File: src/pmr_pkg.sv
// Constants, field layouts and carrier types for the MAC-facing data port
package pmr_pkg;

	// Register addresses on the management access port
	localparam logic [4:0]  REG_INT_ADDR   = 5'h1B;
	localparam logic [4:0]  REG_CTRL_ADDR  = 5'h1F;

	// Interrupt register fields and control-register interrupt polarity bit
	localparam int          INT_EN_MSB     = 15;
	localparam int          INT_EN_LSB     = 8;
	localparam int          INT_FLAG_MSB   = 7;
	localparam int          INT_FLAG_LSB   = 0;
	localparam int          CTRL_IRQ_POL   = 9;

	// Reset values
	localparam logic [7:0]  INT_EN_RESET   = 8'h00;
	localparam logic [7:0]  INT_FLAG_RESET = 8'h00;
	localparam logic [15:0] CTRL_RESET     = 16'h0000;

	// Interface-select strap codes
	localparam logic [2:0]  CFG_MII        = 3'h0;
	localparam logic [2:0]  CFG_RMII       = 3'h1;

	// Timing: ref_clk rate and MII clock rates, half periods in ref_clk cycles
	localparam int          REF_CLK_HZ     = 50_000_000;
	localparam int          MII_CLK_10_HZ  = 2_500_000;
	localparam int          MII_CLK_100_HZ = 25_000_000;
	localparam int          HALF_DIV_10    = REF_CLK_HZ / (2 * MII_CLK_10_HZ);
	localparam int          HALF_DIV_100   = REF_CLK_HZ / (2 * MII_CLK_100_HZ);

	// Receive framing states
	typedef enum logic [2:0] {
		PMR_RX_IDLE = 3'b001,
		PMR_RX_PRE  = 3'b010,
		PMR_RX_DATA = 3'b100
	} pmr_rx_state_t;

	// Decoded nibble from the line receiver, valid is a one-cycle strobe
	typedef struct packed {
		logic       valid;
		logic [3:0] data;
		logic       sfd;
		logic       last;
		logic       err;
	} pmr_rx_nib_t;

	// Carrier events from the line receiver, each a one-cycle strobe
	typedef struct packed {
		logic preamble_ok;
		logic eof;
		logic jk;
		logic tr;
		logic idle_sym;
		logic two_zeros;
	} pmr_carrier_t;

	// Nibble handed to the line transmitter
	typedef struct packed {
		logic       valid;
		logic [3:0] data;
	} pmr_tx_nib_t;

endpackage

File: src/pmr_data_port.sv
// MII/RMII data port, interrupt register and interface-mode straps of the PHY
// Summary of operation
// - Upper byte enables interrupt conditions
// - Lower byte holds per-condition status flags
// - Reading interrupt register clears status flags
// - Control bit nine selects interrupt polarity
// - Straps 000 select MII mode by default
// - Device sources transmit clock, samples TX
// - Transmit data accepted only while enabled
// - Slow receive clock 2.5MHz from reference timebase
// - Fast receive clock 25MHz, still from timebase on linkdown
// - Slow data valid rises at SFD nibble
// - Fast data valid spans preamble to end
// - One nibble per receive clock when valid
// - Receive error flagged during erroneous frame
// - Slow carrier: preamble sets, end marker clears
// - Fast carrier: J/K sets, T/R or idle clears
// - Half-duplex collision asynchronous when transmit meets receive
// - Straps 001 select RMII, reference clock out
// - RMII uses two-bit paths on reference clock
// - MII uses separate four-bit paths
// - RMII data paths all timed by reference clock
// - Fast RMII carrier rises asynchronously on zeros
// - RMII presents two bits per clock at speed_100, per ten clocks otherwise
`timescale 1ns/1ps
module pmr_data_port (
	input  wire logic                 ref_clk,
	input  wire logic                 reset_n,
	input  wire logic [2:0]           strap_config,
	input  wire logic                 speed_100,
	input  wire logic                 duplex_full,
	input  wire logic                 link_up,
	input  wire logic [4:0]           reg_addr,
	input  wire logic [15:0]          reg_wdata,
	input  wire logic                 reg_wr,
	input  wire logic                 reg_rd,
	output logic      [15:0]          reg_rdata,
	input  wire logic [7:0]           int_event,
	output logic                      irq_out,
	output logic                      txc,
	output logic                      rxc,
	output logic                      rmii_ref_out,
	input  wire logic                 tx_en,
	input  wire logic [3:0]           txd,
	output pmr_pkg::pmr_tx_nib_t      tx_line,
	input  wire pmr_pkg::pmr_rx_nib_t rx_line,
	input  wire pmr_pkg::pmr_carrier_t carrier,
	output logic                      rx_dv,
	output logic [3:0]                rxd,
	output logic                      rx_er,
	output logic                      crs,
	output logic                      crs_dv,
	output logic                      col,
	output logic                      rmii_mode
);
	logic [2:0]            strap_s1, strap_s2, strap_s3;
	logic                  strap_taken;
	logic [2:0]            strap_fill;
	logic [7:0]            int_en, int_flags;
	logic [15:0]           ctrl;
	logic                  irq_pol_high;
	logic [3:0]            div_cnt;
	logic                  phase, tick, tx_sample, rx_load, rx_second;
	logic [3:0]            tx_lo;
	logic                  tx_lo_valid;
	pmr_pkg::pmr_rx_nib_t  rx_hold;
	logic                  rx_full;
	logic [3:0]            rx_cur;
	pmr_pkg::pmr_rx_state_t rx_state;
	logic                  present, rx_dv_q, crs_q;

	function automatic logic [3:0] half_div(input logic fast);
		half_div = fast ? 4'(pmr_pkg::HALF_DIV_100) : 4'(pmr_pkg::HALF_DIV_10);
	endfunction

	// Straps: three-stage sync, caught once the chain holds only pin samples
	always_ff @(posedge ref_clk or negedge reset_n) begin
		if (!reset_n) begin
			strap_s1    <= 3'h0;
			strap_s2    <= 3'h0;
			strap_s3    <= 3'h0;
			strap_fill  <= 3'h0;
			strap_taken <= 1'b0;
			rmii_mode   <= 1'b0;
		end else begin
			strap_s1   <= strap_config;
			strap_s2   <= strap_s1;
			strap_s3   <= strap_s2;
			strap_fill <= {strap_fill[1:0], 1'b1};
			if (!strap_taken && strap_fill[2] && strap_s2 == strap_s3) begin
				strap_taken <= 1'b1;
				rmii_mode   <= (strap_s3 == pmr_pkg::CFG_RMII);
			end
		end
	end

	// RMII reference clock forwarded to the MAC
	assign rmii_ref_out = rmii_mode & ref_clk;

	// Registers
	always_ff @(posedge ref_clk or negedge reset_n) begin
		if (!reset_n) begin
			int_en    <= pmr_pkg::INT_EN_RESET;
			int_flags <= pmr_pkg::INT_FLAG_RESET;
			ctrl      <= pmr_pkg::CTRL_RESET;
			reg_rdata <= 16'h0000;
		end else begin
			if (reg_wr && reg_addr == pmr_pkg::REG_INT_ADDR) begin
				int_en <= reg_wdata[pmr_pkg::INT_EN_MSB:pmr_pkg::INT_EN_LSB];
			end
			if (reg_wr && reg_addr == pmr_pkg::REG_CTRL_ADDR) begin
				ctrl <= reg_wdata;
			end
			if (reg_rd && reg_addr == pmr_pkg::REG_INT_ADDR) begin
				int_flags <= int_event;
			end else begin
				int_flags <= int_flags | int_event;
			end
			if (reg_rd) begin
				case (reg_addr)
					pmr_pkg::REG_INT_ADDR:  reg_rdata <= {int_en, int_flags};
					pmr_pkg::REG_CTRL_ADDR: reg_rdata <= ctrl;
					default:                reg_rdata <= 16'h0000;
				endcase
			end
		end
	end

	assign irq_pol_high = ctrl[pmr_pkg::CTRL_IRQ_POL];

	// Interrupt pin, held while any enabled flag stands
	always_ff @(posedge ref_clk or negedge reset_n) begin
		if (!reset_n) begin
			irq_out <= 1'b1;
		end else begin
			irq_out <= (|(int_flags & int_en)) ~^ irq_pol_high;
		end
	end

	// Shared timebase: tick per half MII clock period, one tick per RMII di-bit
	assign tick = (div_cnt >= half_div(speed_100) - 4'h1);

	always_ff @(posedge ref_clk or negedge reset_n) begin
		if (!reset_n) begin
			div_cnt <= 4'h0;
			phase   <= 1'b0;
		end else if (tick) begin
			div_cnt <= 4'h0;
			phase   <= ~phase;
		end else begin
			div_cnt <= div_cnt + 4'h1;
		end
	end

	// Receive clock runs from the local timebase; line timing arrives aligned to it
	assign txc = phase & ~rmii_mode;
	assign rxc = phase & ~rmii_mode;

	// MII samples on the rising edge of txc; RMII samples every di-bit tick
	assign tx_sample = tick && (rmii_mode || !phase);
	assign rx_load   = tick && (rmii_mode ? !phase : phase);
	assign rx_second = tick && rmii_mode && phase;

	// Transmit path
	always_ff @(posedge ref_clk or negedge reset_n) begin
		if (!reset_n) begin
			tx_line     <= '0;
			tx_lo       <= 4'h0;
			tx_lo_valid <= 1'b0;
		end else begin
			tx_line.valid <= 1'b0;
			if (tx_sample && tx_en) begin
				if (!rmii_mode) begin
					tx_line.valid <= 1'b1;
					tx_line.data  <= txd;
				end else if (!tx_lo_valid) begin
					// Pairing starts at the first di-bit after tx_en rises
					tx_lo       <= {2'b00, txd[1:0]};
					tx_lo_valid <= 1'b1;
				end else begin
					tx_line.valid <= tx_lo_valid;
					tx_line.data  <= {txd[1:0], tx_lo[1:0]};
					tx_lo_valid   <= 1'b0;
				end
			end else if (tx_sample) begin
				tx_lo_valid <= 1'b0;
			end
		end
	end

	// Receive holding register, refilled by the line; a new nibble wins over the take
	always_ff @(posedge ref_clk or negedge reset_n) begin
		if (!reset_n) begin
			rx_hold <= '0;
			rx_full <= 1'b0;
		end else if (rx_line.valid) begin
			rx_hold <= rx_line;
			rx_full <= 1'b1;
		end else if (rx_load) begin
			rx_full <= 1'b0;
		end
	end

	assign present = rx_full && (rx_state == pmr_pkg::PMR_RX_DATA || speed_100
		|| rx_hold.sfd);

	// Receive framing
	always_ff @(posedge ref_clk or negedge reset_n) begin
		if (!reset_n) begin
			rx_state <= pmr_pkg::PMR_RX_IDLE;
		end else if (!link_up) begin
			rx_state <= pmr_pkg::PMR_RX_IDLE;
		end else if (rx_load) begin
			case (rx_state)
				pmr_pkg::PMR_RX_IDLE, pmr_pkg::PMR_RX_PRE: begin
					if (present && !rx_hold.last) begin
						rx_state <= pmr_pkg::PMR_RX_DATA;
					end else if (rx_full && !present) begin
						rx_state <= pmr_pkg::PMR_RX_PRE;
					end
				end
				pmr_pkg::PMR_RX_DATA: begin
					if (!rx_full || rx_hold.last) begin
						rx_state <= pmr_pkg::PMR_RX_IDLE;
					end
				end
				default: rx_state <= pmr_pkg::PMR_RX_IDLE;
			endcase
		end
	end

	// Receive outputs change only at nibble or di-bit boundaries
	always_ff @(posedge ref_clk or negedge reset_n) begin
		if (!reset_n) begin
			rx_dv_q <= 1'b0;
			rxd     <= 4'h0;
			rx_er   <= 1'b0;
			rx_cur  <= 4'h0;
		end else if (rx_load) begin
			rx_dv_q <= present;
			rx_er   <= present && rx_hold.err;
			rx_cur  <= present ? rx_hold.data : 4'h0;
			if (!present) begin
				rxd <= 4'h0;
			end else if (rmii_mode) begin
				rxd <= {2'b00, rx_hold.data[1:0]};
			end else begin
				rxd <= rx_hold.data;
			end
		end else if (rx_second) begin
			rxd <= {2'b00, rx_cur[3:2]};
		end
	end

	assign rx_dv = rx_dv_q & ~rmii_mode;

	// Carrier sense; set wins over clear
	always_ff @(posedge ref_clk or negedge reset_n) begin
		if (!reset_n) begin
			crs_q <= 1'b0;
		end else if (!link_up) begin
			crs_q <= 1'b0;
		end else if (speed_100 ? carrier.jk : carrier.preamble_ok) begin
			crs_q <= 1'b1;
		end else if (speed_100 ? (carrier.tr || carrier.idle_sym) : carrier.eof) begin
			crs_q <= 1'b0;
		end
	end

	assign crs    = crs_q & ~rmii_mode;
	assign crs_dv = rmii_mode & (crs_q | rx_dv_q
		| (speed_100 & link_up & carrier.two_zeros));
	assign col    = ~duplex_full & tx_en & (crs_q | rx_dv_q);
endmodule // pmr_data_port

File: config.mk
export PLATFORM = sky130hd
export DESIGN_NAME = pmr_data_port
export DESIGN_NICKNAME = d
export VERILOG_FILES = /design/src/pmr_pkg.sv /design/src/pmr_data_port.sv
export SDC_FILE = /design/constraint.sdc
export NUM_CORES = 1
export LEC_CHECK = 0
export BUFFER_PORTS_ARGS = -buffer_cell sky130_fd_sc_hd__buf_4
export CAP_MARGIN = 20
export CORE_MARGIN = 5
export CORE_UTILIZATION = 40
export CTS_BUF_LIST = sky130_fd_sc_hd__clkbuf_8
export CTS_CLUSTER_SIZE = 14
export DETAILED_ROUTE_END_ITERATION = 10
export SYNTH_ARGS = -nofsm -noshare
export SYNTH_HDL_FRONTEND = slang
export SYNTH_SLANG_ARGS = --single-unit
File: constraint.sdc
create_clock -name ref_clk -period 3.5 [get_ports ref_clk]
set_clock_uncertainty 0.15 [all_clocks]
set_input_delay 0.35 -clock ref_clk [delete_from_list [all_inputs] [get_ports ref_clk]]
set_output_delay 0.35 -clock ref_clk [all_outputs]
set_load 0.005 [all_outputs]
## Yosys cells after proc, flatten, opt, wreduce, memory -nomap -nowiden

Cells that the tools add are included.

- Add/subtract/negate cells: 2
- Magnitude comparators: 1
- Equality and inequality tests: 13
- Multiplexer cells: 30
- Bitwise operators: 18
- Reductions and logical operators: 33

Operator list:

| cell | number |
|---|---|
| case mux 16 bit (2 select lines) | 1 |
| two-way mux 4 bit | 7 |
| two-way mux 3 bit | 5 |
| two-way mux 5 bit | 3 |
| logical AND 1 bit | 14 |
| two-way mux 1 bit | 12 |
| == test 5 bit (second input constant) | 2 |
| bitwise AND 1 bit | 9 |
| bitwise AND 8 bit | 1 |
| two-way mux 8 bit | 1 |
| OR 8 bit | 1 |
| OR reduction 8 bit | 1 |
| == test 3 x 1 -> 1 bit (second input constant) | 2 |
| case mux 3 bit (2 select lines) | 1 |
| AND reduction 3 bit | 2 |
| nonzero test 2 bit | 3 |
| logical NOT 1 bit | 5 |
| logical OR 1 bit | 5 |
| adder 4 x 1 -> 4 bit (second input constant) | 1 |
| >= comparator 4 bit | 1 |
| != test 2 x 1 -> 1 bit (second input constant) | 2 |
| != test 4 bit (second input constant) | 1 |
| NOT 1 bit | 4 |
| AND reduction 2 bit | 2 |
| other kinds (10) | 11 |

- Flip-flop bits (word level): 98
- Input bits: 58
- Logic and storage cells: 125

## Depth between registers and ports, before layout

- Depth after elaboration: 11
- Mapped depth: 6

==> flow_metrics.tcl <==
set metrics [dict create \
    overflow 0 \
    cts_resized 0 \
    postPlaceCellArea_sq_um 4800 \
    wire_per_inst_um 15.3 \
    dieArea_sq_um 12000 \
    final_area_sq_um 5450 \
    grt_pass1_wl_um 15100 \
    grt_usage 0.164 \
    r2r_slack_ps 1120 \
    synth.area.top_cells "dfrtp_1, mux2_2, a22oi_1" \
    dp_cells 531 \
    critical_path_arrival_ps 2270 \
    cts_tree "done" \
    post-cts-setup-buffers 0 \
    io_buffers 92 \
    hold_class "in2reg" \
    p_leak_uw 0.00249 \
    rows 36 \
    cp-end-kind "output pin" \
    hpwl_um 6170 \
    worstRegToRegCells 6 \
    hold_viol 0 \
    synth_cell_types 45 \
    worstSkewPairLatency_ps 460 \
    yosysTopAreaCellShare 0.595 \
    status "finished, final reports clean" \
    total_power_uw 3060 \
    ios 93 \
    clkTransAtPathRegs_ps 90 \
    synthFlopType "dfrtp_1" \
    layout-drive-gt1-share 0.354 \
    seq_area_frac_synth 0.608 \
    avgSynthCellArea_sq_um 12.7 \
    stdcell_count 591 \
    synth_top_family_by_area "compound AO/OA/AOI/OAI gates" \
    crit_end "rmii_ref_out" \
    cp-start-kind "clock port" \
    viasPerCell 4.97 \
    cp_common_cell "clkbuf_8" \
    synth_fa_ha_area_frac 0.0127 \
    area_growth_pct 37.8 \
    die_w_um 109 \
    place_congestion 0.790 \
    drv_cap 0 \
    yosysWarningCount 0 \
    hold_buffers 41 \
    syn-cell-area_sq_um 3950 \
    crit_fanout 2 \
    syn_inst 312 \
    synth.net_count 374 \
    diodes 0 \
    tightestPinTransition_ps 606 \
    synthArstFlopShare 1.00 \
    synth_xor_area_frac 0.0177 \
    fp.coreArea_sq_um 9680 \
    synth-compound-area-share 0.142 \
    nFillCells 829 \
    yosys.area.top_type "dfrtp_1" \
    slew_headroom 0.596 \
    synth-edff-count 0 \
    yosys.area_share.simple 0.0858 \
    slowest_delay_ps 160 \
    synth-seq-cells 96 \
    muxShareOfSynthArea 0.109 \
    rsz0062_at_grt "false" \
    setup_violations 0 \
    r2r-start "div_cnt[0]" \
    detail-route-antenna-nets 0 \
    reg2reg_to "tx_lo[1]" \
    die_h_um 109 \
    peakVddDrop_mv 0.220 \
    grt_max_degree 48 \
    vias 2937 \
    routed_wl_um 9030 \
    dr.pass1.iters 4 \
    final_max_slew_viol_count 0 \
    antenna_found_initial 0 \
    yosysMostFrequentCell "dfrtp_1" \
    crit_chain "clkbuf_8 -> clkbuf_8 -> and2_1 -> buf_4" \
    tns_ps 0 \
    crit_start "ref_clk" \
    synthTopCellsByCount "dfrtp_1, mux2_2, nor2_1" \
    initial_utilization 0.408 \
    path_class "clk2out" \
    nets 515 \
    drc 0 \
    required_ps 3000 \
    powerDensity_nw_per_um2 562 \
    drt-initial-drc-count 97 \
    critPathSlowestCell "and2_1" \
    grt_pass1_vias 3176 \
]
==> cell usage in the layout (no fill, tap or decap), types with 3 or more instances in the layout <==
master         netlist  final
nor3_1               3      3
o21ai_0              9      9
nand3_1              6      6
dlygate4sd3_1        0     41
inv_1               12     13
ha_1                 4      4
a22oi_1             20     20
clkbuf_8             0     12
xor2_1               3      3
nor3b_1              3      3
xnor2_1              5      5
dfrtp_1             94     94
a21oi_1             17     17
a21o_1              11     11
nand2_1             12     12
nor2_1              28     28
mux2_4               4      4
a22o_1               5      5
buf_4                1     97
mux2_2              32     32
==> power breakdown <==
part           leakage, uW  internal [uW]  switching, uW
clock             0.000131            408            403
combinational      0.00120            450            318
sequential         0.00116           1330            156
==> critical path: cells and delay by family <==
family / cells / cell delay (ps)
buf+inv: 3 / 360
simple gates: 1 / 160
==> cell families (layout without fill, tap and decap cells) <==
kind of cell / Yosys count / after routing
flip-flops: 96 / 96
XOR/XNOR: 8 / 8
AO/OA/AOI/OAI: 77 / 77
AND/OR/NAND/NOR: 66 / 66
other: 1 / 1
buffers and inverters: 23 / 169
adder cells (fa/ha/maj): 4 / 4
multiplexers: 37 / 37
==> per-stage QoR <==
stage          hold WS, ps  worst slack (ps)  utilization
2_1_floorplan        -95.6              1110            -
3_3_place_gp           182               997        0.496
3_5_place_dp           185               996        0.496
4_1_cts               33.2               706        0.563
5_1_grt               63.3               704        0.563
6_report              62.1               728        0.563
==> area by class of cell <==
| class | count | area (sq um) | share of cell area |
|---|---|---|---|
| Sequential cell | 96 | 2400 | 0.441 |
| Multi-Input combinational cell | 193 | 1460 | 0.267 |
| Timing Repair Buffer | 137 | 1130 | 0.208 |
| Clock buffer | 13 | 173 | 0.0317 |
| Tap cell | 133 | 166 | 0.0305 |
| Clock inverter | 7 | 72.6 | 0.0133 |
| Inverter | 12 | 45.0 | 0.00827 |
==> layer usage <==
layer  vias to the layer above  global-route usage  routed length, um
met5                         -                   0                  0
met4                         0              0.0668                137
met3                        12              0.0511                667
met2                        82               0.261               4280
met1                      1445               0.208               3950
li1                       1398                   -                  -
==> flip-flops by register name, indices dropped and copies added, names as in the netlist, 2 cells and up <==
| register | flops |
|---|---|
| int_en | 8 |
| rx_cur | 2 |
| rx_state | 3 |
| rx_hold | 7 |
| strap_s1 | 3 |
| reg_rdata | 16 |
| strap_s2 | 3 |
| tx_line | 5 |
| strap_s3 | 3 |
| div_cnt | 4 |
| rxd | 4 |
| ctrl | 16 |
| strap_fill | 3 |
| int_flags | 8 |
| tx_lo | 2 |
==> worst min-delay path by stage <==
stage	startpoint	endpoint	slack, ps	cells after the start
after floorplan	reset_n	crs_q	-100	0
after global placement	strap_fill[1]	strap_fill[2]	180	0
after detailed placement	strap_s1[1]	strap_s2[1]	180	0
after CTS	carrier[4]	crs_q	30	3
after global routing	tx_en	tx_line[4]	60	2
final	carrier[4]	crs_q	60	3
Power figures use the tool's default switching activity.
